File: config.mk
export PLATFORM = sky130hd
export DESIGN_NAME = mpl_link
export DESIGN_NICKNAME = d
export VERILOG_FILES = /design/src/mpl_pkg.sv /design/src/mpl_link.sv /design/src/mpl_reply_tx.sv
export SDC_FILE = /design/constraint.sdc
export NUM_CORES = 1
export LEC_CHECK = 0
export BUFFER_PORTS_ARGS = -buffer_cell sky130_fd_sc_hd__buf_4
export CAP_MARGIN = 20
export CORE_MARGIN = 2
export CORE_UTILIZATION = 30
export DETAILED_ROUTE_END_ITERATION = 10
export PLACE_DENSITY = 0.56
export SLEW_MARGIN = 20
export SYNTH_ARGS = -nofsm -noshare
export SYNTH_HDL_FRONTEND = slang
export SYNTH_SLANG_ARGS = --single-unit
File: constraint.sdc
create_clock -name clk -period 6.23 [get_ports clk]
set_input_delay 0.623 -clock clk [delete_from_list [all_inputs] [get_ports clk]]
set_output_delay 0.623 -clock clk [all_outputs]
set_load 0.05 [all_outputs]
File: src/mpl_pkg.sv
// Constants, field layout and timing of the supply-line Manchester programming link.
// Assumes a 200 MHz system clock; all cycle counts derive from it.
package mpl_pkg;

  // ****************************************
  // Clock and timing
  // ****************************************
  localparam int CLK_PERIOD_NS = 5;
  localparam int UNLOCK_WINDOW_MS = 70;
  localparam int UNLOCK_WINDOW_CYCLES = UNLOCK_WINDOW_MS * 1000000 / CLK_PERIOD_NS;
  localparam int BIT_RATE_MAX_KBPS = 40;
  localparam int BIT_RATE_MIN_KBPS = 5;
  localparam int BIT_TIME_ERR_PCT = 15;
  localparam int BIT_TIME_SHORT_NS = 1000000 / BIT_RATE_MAX_KBPS;
  localparam int BIT_TIME_LONG_NS = 1000000 / BIT_RATE_MIN_KBPS;
  localparam int BIT_MIN_CYCLES =
    (BIT_TIME_SHORT_NS * (100 - BIT_TIME_ERR_PCT) + 100 * CLK_PERIOD_NS - 1)
    / (100 * CLK_PERIOD_NS);
  localparam int BIT_MAX_CYCLES =
    BIT_TIME_LONG_NS * (100 + BIT_TIME_ERR_PCT) / (100 * CLK_PERIOD_NS);

  // ****************************************
  // Addresses and command words
  // ****************************************
  localparam logic [5:0] ADDR_ACCESS_CMD = 6'h1F;
  localparam logic [5:0] ADDR_DRIVER_HANDOVER = 6'h22;
  localparam logic [5:0] NV_ADDR_LAST = 6'h1E;
  localparam logic [31:0] MAN_ENABLE_WORD = 32'h5245_4144;
  localparam logic [31:0] MAN_DISABLE_WORD = 32'h4558_4954;
  localparam logic [31:0] PWM_DISABLE_WORD = 32'h001E_6C0D;
  localparam logic [31:0] PWM_ENABLE_WORD = 32'h021E_6C0D;

  // ****************************************
  // Frame layout
  // ****************************************
  localparam logic RW_WRITE = 1'b0;
  localparam logic RW_READ = 1'b1;
  localparam logic [5:0] READ_FRAME_BITS = 6'h0A;
  localparam logic [5:0] WRITE_FRAME_BITS = 6'h2A;
  localparam logic [5:0] READ_PAYLOAD_BITS = 6'h07;
  localparam logic [5:0] WRITE_PAYLOAD_BITS = 6'h27;
  localparam logic [5:0] REPLY_PAYLOAD_BITS = 6'h20;
  localparam logic [2:0] CRC_SEED = 3'h7;
  localparam logic [6:0] REPLY_HALF_CELLS = 7'h4A;

  typedef enum logic [2:0] {
    MPL_RX_IDLE = 3'b000,
    MPL_RX_RISE1 = 3'b001,
    MPL_RX_FALL = 3'b011,
    MPL_RX_RISE2 = 3'b010,
    MPL_RX_DATA = 3'b110
  } mpl_rx_state_t;

  // CRC x^3+x+1 over the low n bits of bits, MSB first
  function automatic logic [2:0] mpl_crc3(input logic [38:0] bits, input logic [5:0] n);
    logic [2:0] c;
    logic fb;
    c = CRC_SEED;
    fb = 1'b0;
    for (int i = 38; i >= 0; i--)
    begin
      if (i < int'(n))
      begin
        fb = c[2] ^ bits[i];
        c = {c[1], c[0] ^ fb, fb};
      end
    end
    return c;
  endfunction : mpl_crc3

endpackage : mpl_pkg

File: src/mpl_link.sv
// Supply-line Manchester programming link: receiver, command decode, reply path.
// Assumes line_in is the synchronous comparator output of the supply (idle high),
// and that reg_rd_data holds the addressed register one cycle after reg_rd_stb.
`timescale 1ns/1ps
`default_nettype none
module mpl_link
  import mpl_pkg::*;
#(
  parameter int BIT_MIN = BIT_MIN_CYCLES,
  parameter int BIT_MAX = BIT_MAX_CYCLES,
  parameter int UNLOCK_CYCLES = UNLOCK_WINDOW_CYCLES,
  // Arbitrary value
  parameter logic [31:0] ACCESS_CODE = 32'h5A3C_96E1
)
(
  // Clock and reset
  input wire logic clk,
  input wire logic rst,
  // Supply line and configuration
  input wire logic line_in,
  input wire logic pwm_variant,
  input wire logic nonvolatile_write_lock,
  input wire logic pwm_level,
  // Output pin, open drain
  output logic sensor_output_pin_o,
  output logic sensor_output_pin_oe,
  output logic normal_output_en,
  // Register space
  output logic reg_wr_stb,
  output logic [5:0] reg_wr_addr,
  output logic [31:0] reg_wr_data,
  output logic reg_rd_stb,
  output logic [5:0] reg_rd_addr,
  input wire logic [31:0] reg_rd_data,
  // Status
  output logic unlocked,
  output logic manchester_mode,
  output logic link_owns_pin,
  output logic frame_error
);

  mpl_rx_state_t state_q;
  logic line_q;
  logic pwm_variant_q;
  logic [16:0] cnt_q;
  logic [16:0] bit_q;
  logic [5:0] nbits_q;
  logic [41:0] sr_q;
  logic frame_done_q;
  logic window_open_q;
  logic [23:0] window_cnt_q;
  logic reply_wait_q;
  logic [17:0] reply_cnt_q;
  logic tx_start_q;
  logic [34:0] tx_payload_q;
  logic tx_level;
  logic tx_busy;
  logic fall;
  logic rise;
  logic [16:0] three_q_bit;
  logic [16:0] five_q_bit;
  logic is_read;
  logic len_ok;
  logic [38:0] payload;
  logic crc_ok;
  logic accept;
  logic [5:0] f_addr;
  logic [31:0] f_data;
  logic reply_allowed;

  assign fall = line_q && !line_in;
  assign rise = !line_q && line_in;
  assign three_q_bit = (bit_q >> 1) + (bit_q >> 2);
  assign five_q_bit = bit_q + (bit_q >> 2);

  // ****************************************
  // Frame decode
  // ****************************************
  assign is_read = sr_q[nbits_q - 6'h01] == RW_READ;
  assign len_ok = is_read ? (nbits_q == READ_FRAME_BITS) : (nbits_q == WRITE_FRAME_BITS);
  assign payload = is_read ? {32'h0000_0000, sr_q[9:3]} : sr_q[41:3];
  assign crc_ok = mpl_crc3(payload, is_read ? READ_PAYLOAD_BITS : WRITE_PAYLOAD_BITS)
    == sr_q[2:0];
  assign f_addr = is_read ? sr_q[8:3] : sr_q[40:35];
  assign f_data = sr_q[34:3];
  assign accept = frame_done_q && len_ok && crc_ok && (unlocked || window_open_q);
  assign reply_allowed = manchester_mode && (!pwm_variant_q || link_owns_pin);

  // ****************************************
  // Line sampling and strap
  // ****************************************
  always_ff @(posedge clk)
  begin
    if (rst)
    begin
      line_q <= 1'b1;
      pwm_variant_q <= 1'b0;
    end
    else
    begin
      line_q <= line_in;
      pwm_variant_q <= pwm_variant;
    end
  end

  // ****************************************
  // Receiver: sync, bit period, data bits
  // ****************************************
  always_ff @(posedge clk)
  begin
    if (rst)
    begin
      state_q <= MPL_RX_IDLE;
      cnt_q <= '0;
      bit_q <= '0;
      nbits_q <= '0;
      sr_q <= '0;
      frame_done_q <= 1'b0;
    end
    else
    begin
      frame_done_q <= 1'b0;
      if (cnt_q != 17'h1FFFF)
      begin
        cnt_q <= cnt_q + 17'h00001;
      end
      case (state_q)
        MPL_RX_IDLE:
        begin
          if (fall)
          begin
            cnt_q <= '0;
            state_q <= MPL_RX_RISE1;
          end
        end
        MPL_RX_RISE1:
        begin
          if (rise)
          begin
            state_q <= MPL_RX_FALL;
          end
          else if (cnt_q > 17'(BIT_MAX))
          begin
            state_q <= MPL_RX_IDLE;
          end
        end
        MPL_RX_FALL:
        begin
          if (fall)
          begin
            if (cnt_q >= 17'(BIT_MIN) && cnt_q <= 17'(BIT_MAX))
            begin
              bit_q <= cnt_q + 17'h00001;
              cnt_q <= '0;
              state_q <= MPL_RX_RISE2;
            end
            else
            begin
              state_q <= MPL_RX_IDLE;
            end
          end
          else if (cnt_q > 17'(BIT_MAX))
          begin
            state_q <= MPL_RX_IDLE;
          end
        end
        MPL_RX_RISE2:
        begin
          if (rise)
          begin
            cnt_q <= '0;
            nbits_q <= '0;
            state_q <= MPL_RX_DATA;
          end
          else if (fall || cnt_q > bit_q)
          begin
            state_q <= MPL_RX_IDLE;
          end
        end
        MPL_RX_DATA:
        begin
          if ((fall || rise) && cnt_q > three_q_bit)
          begin
            cnt_q <= '0;
            if (nbits_q == WRITE_FRAME_BITS)
            begin
              state_q <= MPL_RX_IDLE;
            end
            else
            begin
              sr_q <= {sr_q[40:0], fall};
              nbits_q <= nbits_q + 6'h01;
            end
          end
          else if (cnt_q > five_q_bit)
          begin
            frame_done_q <= nbits_q != 6'h00;
            state_q <= MPL_RX_IDLE;
          end
        end
        default:
        begin
          state_q <= MPL_RX_IDLE;
        end
      endcase
    end
  end

  // ****************************************
  // Unlock window after power-up
  // ****************************************
  always_ff @(posedge clk)
  begin
    if (rst)
    begin
      window_cnt_q <= '0;
      window_open_q <= 1'b1;
    end
    else if (window_open_q)
    begin
      window_cnt_q <= window_cnt_q + 24'h000001;
      if (window_cnt_q + 24'h000001 >= 24'(UNLOCK_CYCLES))
      begin
        window_open_q <= 1'b0;
      end
    end
  end

  // ****************************************
  // Command execution
  // ****************************************
  always_ff @(posedge clk)
  begin
    if (rst)
    begin
      unlocked <= 1'b0;
      manchester_mode <= 1'b0;
      link_owns_pin <= 1'b0;
      frame_error <= 1'b0;
      reg_wr_stb <= 1'b0;
      reg_wr_addr <= '0;
      reg_wr_data <= '0;
      reg_rd_stb <= 1'b0;
      reg_rd_addr <= '0;
    end
    else
    begin
      reg_wr_stb <= 1'b0;
      reg_rd_stb <= 1'b0;
      frame_error <= frame_done_q && len_ok && !crc_ok;
      if (accept && !is_read)
      begin
        if (f_addr == ADDR_ACCESS_CMD)
        begin
          if (!unlocked)
          begin
            unlocked <= f_data == ACCESS_CODE;
          end
          else if (f_data == MAN_ENABLE_WORD)
          begin
            manchester_mode <= 1'b1;
          end
          else if (f_data == MAN_DISABLE_WORD)
          begin
            manchester_mode <= 1'b0;
            link_owns_pin <= 1'b0;
          end
        end
        else if (unlocked && f_addr == ADDR_DRIVER_HANDOVER)
        begin
          if (f_data == PWM_DISABLE_WORD && manchester_mode)
          begin
            link_owns_pin <= 1'b1;
          end
          else if (f_data == PWM_ENABLE_WORD)
          begin
            link_owns_pin <= 1'b0;
          end
        end
        else if (unlocked && !(nonvolatile_write_lock && f_addr <= NV_ADDR_LAST))
        begin
          reg_wr_stb <= 1'b1;
          reg_wr_addr <= f_addr;
          reg_wr_data <= f_data;
        end
      end
      if (accept && is_read && unlocked && reply_allowed && !reply_wait_q && !tx_busy)
      begin
        reg_rd_stb <= 1'b1;
        reg_rd_addr <= f_addr;
      end
    end
  end

  // ****************************************
  // Reply delay of two bit periods, then frame
  // ****************************************
  always_ff @(posedge clk)
  begin
    if (rst)
    begin
      reply_wait_q <= 1'b0;
      reply_cnt_q <= '0;
      tx_start_q <= 1'b0;
      tx_payload_q <= '0;
    end
    else
    begin
      tx_start_q <= 1'b0;
      if (reg_rd_stb)
      begin
        reply_wait_q <= 1'b1;
        reply_cnt_q <= '0;
      end
      else if (reply_wait_q)
      begin
        reply_cnt_q <= reply_cnt_q + 18'h00001;
        if (reply_cnt_q + 18'h00001 >= {bit_q, 1'b0})
        begin
          reply_wait_q <= 1'b0;
          tx_start_q <= reply_allowed;
          tx_payload_q <= {reg_rd_data,
            mpl_crc3({7'h00, reg_rd_data}, REPLY_PAYLOAD_BITS)};
        end
      end
    end
  end

  mpl_reply_tx u_reply_tx (
    .clk(clk),
    .rst(rst),
    .start(tx_start_q),
    .half_bit(bit_q >> 1),
    .payload(tx_payload_q),
    .level(tx_level),
    .busy(tx_busy)
  );

  // ****************************************
  // Output pin ownership
  // ****************************************
  always_ff @(posedge clk)
  begin
    if (rst)
    begin
      sensor_output_pin_o <= 1'b0;
      sensor_output_pin_oe <= 1'b0;
      normal_output_en <= 1'b1;
    end
    else
    begin
      sensor_output_pin_o <= 1'b0;
      normal_output_en <= !manchester_mode;
      if (reply_allowed)
      begin
        sensor_output_pin_oe <= tx_busy && !tx_level;
      end
      else if (pwm_variant_q && !link_owns_pin)
      begin
        sensor_output_pin_oe <= !pwm_level;
      end
      else
      begin
        sensor_output_pin_oe <= 1'b0;
      end
    end
  end

endmodule : mpl_link
`default_nettype wire

File: src/mpl_reply_tx.sv
// Manchester serializer for read-acknowledge frames.
// Assumes start is a one-cycle pulse and half_bit stays stable during a frame.
`timescale 1ns/1ps
`default_nettype none
module mpl_reply_tx
  import mpl_pkg::*;
(
  // Clock and reset
  input wire logic clk,
  input wire logic rst,
  // Frame request
  input wire logic start,
  input wire logic [16:0] half_bit,
  input wire logic [34:0] payload,
  // Line
  output logic level,
  output logic busy
);

  logic [36:0] shift_q;
  logic [16:0] cnt_q;
  logic [6:0] halves_q;
  logic second_q;

  // ****************************************
  // Half-cell sequencer
  // ****************************************
  always_ff @(posedge clk)
  begin
    if (rst)
    begin
      shift_q <= '0;
      cnt_q <= '0;
      halves_q <= '0;
      second_q <= 1'b0;
      busy <= 1'b0;
      level <= 1'b1;
    end
    else if (start && !busy)
    begin
      shift_q <= {2'b00, payload};
      cnt_q <= '0;
      halves_q <= REPLY_HALF_CELLS;
      second_q <= 1'b0;
      busy <= 1'b1;
      level <= 1'b0;
    end
    else if (busy)
    begin
      if (cnt_q + 17'h00001 >= half_bit)
      begin
        cnt_q <= '0;
        halves_q <= halves_q - 7'h01;
        if (halves_q == 7'h01)
        begin
          busy <= 1'b0;
          level <= 1'b1;
        end
        else if (!second_q)
        begin
          second_q <= 1'b1;
          level <= ~shift_q[36];
        end
        else
        begin
          second_q <= 1'b0;
          shift_q <= {shift_q[35:0], 1'b0};
          level <= shift_q[35];
        end
      end
      else
      begin
        cnt_q <= cnt_q + 17'h00001;
      end
    end
  end

endmodule : mpl_reply_tx
`default_nettype wire

After elaboration in Yosys (flattened, before gate mapping) --
Index checks and enable logic that the tools add are counted.
Word-level totals: register bits after elaboration 284
Cells by class: reductions and logical operators 66, add/subtract/negate cells 9, bitwise operators 151, mux-type cells 228, $lt $le $gt $ge 50, eq/ne operators 27
Operator list (count):
- two-way mux 3 bit | 171
- two-way mux 35 bit | 5
- XOR 1 bit | 137
- two-way mux 17 bit | 7
- == test 32 x 31 -> 1 bit (second input constant) | 3
- < comparator 5 x 6 -> 1 bit (first input constant) | 16
- case mux 17 bit (4 select lines) | 1
- greater-than comparator 17 bit | 3
- < comparator 4 x 6 -> 1 bit (first input constant) | 8
- < comparator 6 bit (first input constant) | 7
- two-way mux 39 bit | 1
- adder 17 x 1 -> 17 bit (second input constant) | 2
- == test 32 x 21 -> 1 bit (second input constant) | 1
- == test 32 x 26 -> 1 bit (second input constant) | 1
- two-way mux 1 bit | 30
- two-way mux 6 bit | 5
- adder 24 x 1 -> 24 bit (second input constant) | 1
- >= comparator 24 bit (second input constant) | 1
- < comparator 3 x 6 -> 1 bit (first input constant) | 4
- AND reduction 4 bit | 6
- logical AND 1 bit | 22
- two-way mux 7 bit | 3
- adder 18 x 1 -> 18 bit (second input constant) | 1
- >= comparator 18 bit | 1
- 42 further kinds | 94

Longest topological paths before layout --
Gate-level depths: netlist of run 1.
word-level depth 188, gate-level depth with buffers 22

Hierarchy --
A second synthesis of run 1 with hierarchy kept.
Second synthesis, totals: cells, all modules 2047, area, all modules 17638.2 sq um
Modules (own cells, without submodules):
- mpl_link | area each 13814.5 sq um, cells each 1561, sequential area each 4404.2 sq um, times used 1
- mpl_reply_tx | area each 3823.7 sq um, cells each 486, sequential area each 1281.2 sq um, times used 1

Worst setup path after synthesis of run 1 --
No wires, ideal clock.
path kind flip-flop to flip-flop, from reg bit_q[1], to reg sr_q[6], period minus slack after synthesis 4.692 ns, cell stages (with the launch flop) 23, path slack 1.538 ns, data arrival time 4.621 ns, path buffers 2, path through dfxtp_1 > ha_1 > fa_1 > a21o_1 > a21oi_1 > o21bai_1 > a21oi_1 > o21ai_0 > a2111o_1 > a31oi_1 > o21bai_1 > xor2_1 > ha_1 > a21o_1 > a21o_1 > a21oi_1 > o21ai_0 > o21ai_1 > or2_2 > clkbuf_1 > buf_1 > nand2_1 > a21oi_1
Between the ends: longest elaborated chain between the ends 4
Ends and longest elaborated chain:
- start, declared | line mpl_link.sv:46 | logic [16:0] bit_q;
- start signal, assigned | line mpl_link.sv:153 | bit_q <= cnt_q + 17'h00001;
- adder 16 x 15 -> 17 bit | line mpl_link.sv:73 | assign three_q_bit = (bit_q >> 1) + (bit_q >> 2);
- greater-than comparator 17 bit | line mpl_link.sv:182 | if ((fall || rise) && cnt_q > three_q_bit)
- logical AND 1 bit | line mpl_link.sv:182
- AND reduction 3 bit (no source line)
- end signal, assigned | line mpl_link.sv:191 | sr_q <= {sr_q[40:0], fall};
- end, declared | line mpl_link.sv:48 | logic [41:0] sr_q;
Every way passes these cells. A chain may end at the register's enable or synchronous reset.

Worst setup path after layout of run 1 --
from reg bit_q[1], to reg sr_q[14]
The elaborated chain is that of the path after synthesis.

==> results of run 1 <==
## cell usage after synthesis, drive strengths merged, types with 5 or more instances
cell,number
mux2i,85
nand2,254
nor2b,33
nor4,56
nor4b,8
nand2b,7
a31o,6
nand4,52
nor3,38
and2,10
and3,31
buf,23
or3,19
nor2,202
nand3,55
o21bai,10
mux2,15
a2111oi,6
or2,6
o2111ai,6
and4,6
nor3b,10
a21o,26
clkbuf,118
xnor2,129
ha,132
dfxtp,284
xor2,78
or4,5
o21a,19
a211oi,61
o21ai,77
nand4b,6
inv,52
o211ai,12
mux4,12
a21oi,112
a31oi,11
## logic make-up after synthesis
| group | Yosys count |
|---|---|
| AO/OA/AOI/OAI | 367 |
| XOR/XNOR | 211 |
| adder cells (fa/ha/maj) | 134 |
| buffers and inverters | 193 |
| flip-flops | 284 |
| multiplexers | 112 |
| other | 1 |
| AND/OR/NAND/NOR | 811 |
## report_power, final
| group | internal, mW | switching, mW | total (mW) |
|---|---|---|---|
| clock network | 1.26 | 0.834 | 2.09 |
| logic | 0.0961 | 0.126 | 0.222 |
| registers | 1.82 | 0.00963 | 1.83 |
| total | 3.17 | 0.969 | 4.14 |
## per-layer routing
metal  vias up  GRT usage
met5         -          0
met4         0     0.0478
met3        61     0.0206
met2       307      0.250
met1      7160      0.208
li1       7470          -
## layout make-up
class                      count  area share
inverter                      52     0.00980
timing repair buffer         106      0.0403
multi-input combinational   1636       0.560
sequential                   284       0.284
clock buffer                  50      0.0501
tap                          765      0.0477
clock inverter                13     0.00836
## through the flow
step                      instance area, um2  std cells  hold WS, ns
after global placement                 18900       2843        0.444
after detailed placement               18900       2843        0.452
after CTS                              20000       2906        0.303
final                                  20000       2906        0.335
after floorplan                        17600       2113        0.432
after global routing                   20000       2906        0.318
## registers in the layout, summed over array words and instances (netlist names), 3 cells and up
register             count
bit_q                   17
cnt_q                   17
nbits_q                  6
reg_rd_addr              6
reg_wr_addr              6
reg_wr_data             32
reply_cnt_q             18
sr_q                    42
state_q                  3
tx_payload_q            35
u_reply_tx.cnt_q        17
u_reply_tx.halves_q      7
u_reply_tx.shift_q      37
window_cnt_q            24
## path summary, 6_finish.rpt
path / to / slack, ns
setup reg to reg: sr_q[14] / 0.90
setup / recovery: sr_q[14] / 0.90
hold reg to reg: reg_wr_data[13] / 0.46
hold / removal: tx_payload_q[17] / 0.33
## tightest hold or removal path, delay by kind of cell
family	cells	cell delay [ns]
buffers and inverters	1	0.09
and+or+nand+nor	1	0.07
muxes	1	0.05
==> reports/results.tsv, run 1 <==
metric	value	unit
status	complete, no violations	
first-pass GRT wire length	76.6	mm
GPL Wtd Cong	0.858	
period utilization	0.856	
worst hold-check path type	input port to flip-flop	
Die Height	247	um
Initial Util	0.305	
post-synthesis cell count	2113	
fraction of registers with async set/reset	0	
CTS clk-pin slew, worst paths	0.06	ns
Fin Setup TNS	0	ns
crit path DAT	5.79	ns
routed wl met3	2.00	mm
drt wl/cell	16.1	um
CP most frequent cell	a21oi_1	
RSZ-0062 raised after global routing	false	
total congestion overflow	0	
placement row count	88	
layout cells sized above 1	0.0953	
Post-synth top flop	dfxtp_1	
final worst-path setup slack	0.900	ns
Post-Place Worst Slack	0.986	ns
drt initial violations	967	
initial antenna violation count	0	
chip width	247	um
Multi-input gate area	11200	um2
Pleak	7.84	nW
CP max stage cell	or2_2	
Worst Path Buf+Inv	2	
power after layout	4.14	mW
Setup Buffers After CTS	0	
Clock Tree Buf Depth	3	
router iterations before antenna repair	5	
YS warnings	0	
met1 WL	22.5	mm
final setup fails	0	
main combinational cell family by area after synthesis	simple AND/OR/NAND/NOR gates	
Ant. Diodes	0	
H-tree levels	2	
ranking of synthesized cells by area	dfxtp_1, ha_1, xnor2_1, nand2_1, mux2i_1	
full die area	60800	um2
fin crit period	5.33	ns
Worst setup SP type	flip-flop	
DRC errors left	0	
CP Depth	22	
core area	57900	um2
commonest cells after routing, fill and taps aside	dfxtp_1, nand2_1, nor2_1	
adder-cell area share of the yosys netlist	0.0959	
share of Yosys cell area claimed by the top area cell type	0.322	
required time worst endpoint	6.69	ns
sequential area share after synthesis	0.322	
Synth Area in XOR/XNOR	0.108	
fill count	6010	
hold_sp	reg_rd_data[14]	
Clock Sinks	284	
delay-heaviest family, CP	compound AO/OA/AOI/OAI gates	
I/O pins	91	
Post-Synth Simple-Gate Area	0.224	
Hold-fix buffers, CTS	0	
Worst Tran Pin Value	0.972	ns
cell taking the most area after synthesis	dfxtp_1	
Compound-Gate Fraction of Synth Area	0.132	
syn_area_per_cell	8.35	um2
Critical Path Sink Type	flip-flop	
syn_nets	2285	
Peak VDD IR	0.204	mV
port buffer count	89	
maximum clock rate	0.188	GHz
largest net degree at the start of global routing	80	
Layout Skew	0.0180	ns
TritonCTS Buffers	35	
Worst Reg-to-Reg Cells	22	
Slew headroom	0.352	
synthesized flop and latch total	284	
vias in the first global route	14700	
Setup CP Type	flip-flop to flip-flop	
final hold violation count	0	
GRT Total Usage	0.153	
Area Overhead vs Synth	13.6	%
CTS resizes	0	
mux contribution to synthesized area	0.0731	
Top Metal Used	met4	
WL met2	21.4	mm
worst-skew pair later-pin latency	0.54	ns
Max Slew Vio Count	0	
Nets	2287	
worst hold path depth	3	
CP Max Fanout	35	
via count	15000	
Cell Chain, Critical Path	ha_1, fa_1, a21o_1, a21oi_1, o21bai_1, a21oi_1, o21ai_0, a2111o_1, a31oi_1, o21bai_1, xor2_1, ha_1, a21o_1, a21o_1, a21oi_1, o21ai_0, o21ai_1, buf_4, or2_2, buf_4, nand2_1, a21oi_1	
final wirelength	46.9	mm
max-cap viol count	0	
Cell variety after synth	76	
DR vias/cell	5.16	
max incr delay on CP	0.57	ns
commonest non-fill, non-tap cell in the layout	dfxtp_1	
Root Buffer	clkbuf_16	
CP startpoint	bit_q[1]	
Power Density	207	nW/um2
Final Core Density	0.346	
HPWL after detailed placement	33.0	mm
post-route antenna net violation count	0	
Post-synth EDFFs	0	
Storage cell area	5690	um2
Syn Std Cell Area	17600	um2
CTS tree	yes	
r2r startpoint	bit_q[1]	
(Power assumes the default switching activity.)
==> run 2: changes to the inputs <==
- CELL_PAD_IN_SITES_DETAIL_PLACEMENT: default -> 0
- CELL_PAD_IN_SITES_GLOBAL_PLACEMENT: default -> 2
- PLACE_DENSITY: 0.56 -> 0.77
==> run 2 against run 1 <==
Net effect: non-clock buffer count grew 2; worst setup slack gained 0.060 ns; combinational power grew 2%; via count shrank 0.51%; critical path depth is the same; cell count is the same; die area is the same; sequential share of layout area grew 0.098 points; largest power group unchanged.
==> reports/results.tsv, run 2 (synthesis results as in run 1) <==
metric	value	unit
largest net degree at the start of global routing	81	
final worst-path setup slack	0.959	ns
full die area	60800	um2
DR vias/cell	5.13	
drt wl/cell	16.5	um
fill count	6054	
DP Area	18900	um2
Post-Place Worst Slack	0.969	ns
TritonCTS Buffers	34	
fin cells	2906	
Worst setup SP type	flip-flop	
commonest cells after routing, fill and taps aside	dfxtp_1, nand2_1, nor2_1	
final setup fails	0	
crit path DAT	5.74	ns
layout cells sized above 1	0.0935	
Storage cell area	5690	um2
Area Overhead vs Synth	13.2	%
Seq pwr share	0.456	
H-tree levels	2	
Setup Buffers After CTS	0	
period utilization	0.846	
Die Height	247	um
port buffer count	89	
Setup CP Type	flip-flop to flip-flop	
placement row count	88	
Layout Skew	0.0262	ns
via count	14900	
power after layout	4.02	mW
Clock Sinks	284	
vias in the first global route	14700	
max reg flops	42	
Top reg by flops	sr_q	
CP Max Fanout	34	
Largest regs	sr_q x42, u_reply_tx.shift_q x37, tx_payload_q x35	
CTS clk-pin slew, worst paths	0.06	ns
final wirelength	47.9	mm
Worst Tran Pin Value	0.971	ns
Clock power frac	0.488	
CTS resizes	0	
drt initial violations	767	
worst-skew pair later-pin latency	0.55	ns
RSZ-0062 raised after global routing	false	
chip width	247	um
Post-Place Cells	2845	
I/O pins	91	
status	complete, no violations	
core area	57900	um2
HPWL after detailed placement	34.3	mm
Initial Util	0.305	
Max Slew Vio Count	0	
Multi-input gate area	11200	um2
total congestion overflow	0	
Gate power share	0.056	
post-route antenna net violation count	0	
DRC errors left	0	
required time worst endpoint	6.70	ns
Nets	2288	
Int Pwr	3.07	mW
router iterations before antenna repair	5	
Critical Path Sink Type	flip-flop	
first-pass GRT wire length	78.2	mm
Sw Pwr	0.946	mW
commonest non-fill, non-tap cell in the layout	dfxtp_1	
CTS tree	yes	
Slew headroom	0.352	
worst hold-check path type	input port to flip-flop	
Pleak	7.81	nW
maximum clock rate	0.190	GHz
initial antenna violation count	1	
max-cap viol count	0	
Power Density	201	nW/um2
Peak VDD IR	0.136	mV
GPL Wtd Cong	0.856	
Clock Tree Buf Depth	3	
Switching Fraction	0.235	
final hold violation count	0	
Hold-fix buffers, CTS	0	
Fin Setup TNS	0	ns
Root Buffer	clkbuf_16	
Design Area, Final	20000	um2
fin crit period	5.27	ns
GRT Total Usage	0.158	
run 2: metrics by stage:
step	util	hold WS, ns
after detailed placement	0.326	0.449
after floorplan	-	0.432
final	0.345	0.323
after CTS	0.345	0.293
after global routing	0.345	0.310
after global placement	0.326	0.445
run 2: worst paths after layout:
path                                 startpoint          endpoint  slack (ns)  depth (start not counted)
worst max register to register         bit_q[1]          sr_q[13]        0.96                         22
worst min register to register  reg_wr_data[27]   reg_wr_data[27]        0.46                          2
worst min-delay path            reg_rd_data[13]  tx_payload_q[16]        0.32                          3
worst max-delay path                   bit_q[1]          sr_q[13]        0.96                         22
run 2: routing by layer:
metal | global-route usage | routed length (um)
met5 | 0 | 0
met4 | 0.0402 | 963
met3 | 0.0249 | 1710
met2 | 0.247 | 21200
met1 | 0.225 | 24000
run 2: area by class of cell:
| cell class | instances | area share |
|---|---|---|
| multi-input combinational | 1636 | 0.563 |
| antenna | 1 | 0.000125 |
| timing repair buffer | 108 | 0.0406 |
| inverter | 52 | 0.00983 |
| clock inverter | 8 | 0.00438 |
| tap | 765 | 0.0479 |
| sequential | 284 | 0.285 |
| clock buffer | 52 | 0.0500 |
run 2: power by group through the flow:
| stage | Combinational, mW | Sequential [mW] | Clock (mW) |
|---|---|---|---|
| floorplan | 0.156 | 1.87 | 0 |
| global placement | 0.228 | 1.87 | 0 |
| detailed placement | 0.229 | 1.87 | 0 |
| CTS | 0.230 | 1.83 | 2.03 |
| global route | 0.246 | 1.83 | 2.10 |
| finish | 0.226 | 1.83 | 1.96 |
run 2: critical path, stage by stage (launching register included):
cell	delay, ns
dfxtp_1	0.39
ha_1	0.26
fa_1	0.41
a21o_1	0.19
a21oi_1	0.23
o21bai_1	0.09
a21oi_1	0.22
o21ai_0	0.22
a2111o_1	0.43
a31oi_1	0.18
o21bai_1	0.11
xor2_1	0.15
ha_1	0.30
a21o_1	0.16
a21o_1	0.17
a21oi_1	0.12
o21ai_0	0.09
o21ai_1	0.15
buf_4	0.18
or2_2	0.58
buf_4	0.31
nand2_1	0.08
a21oi_1	0.16
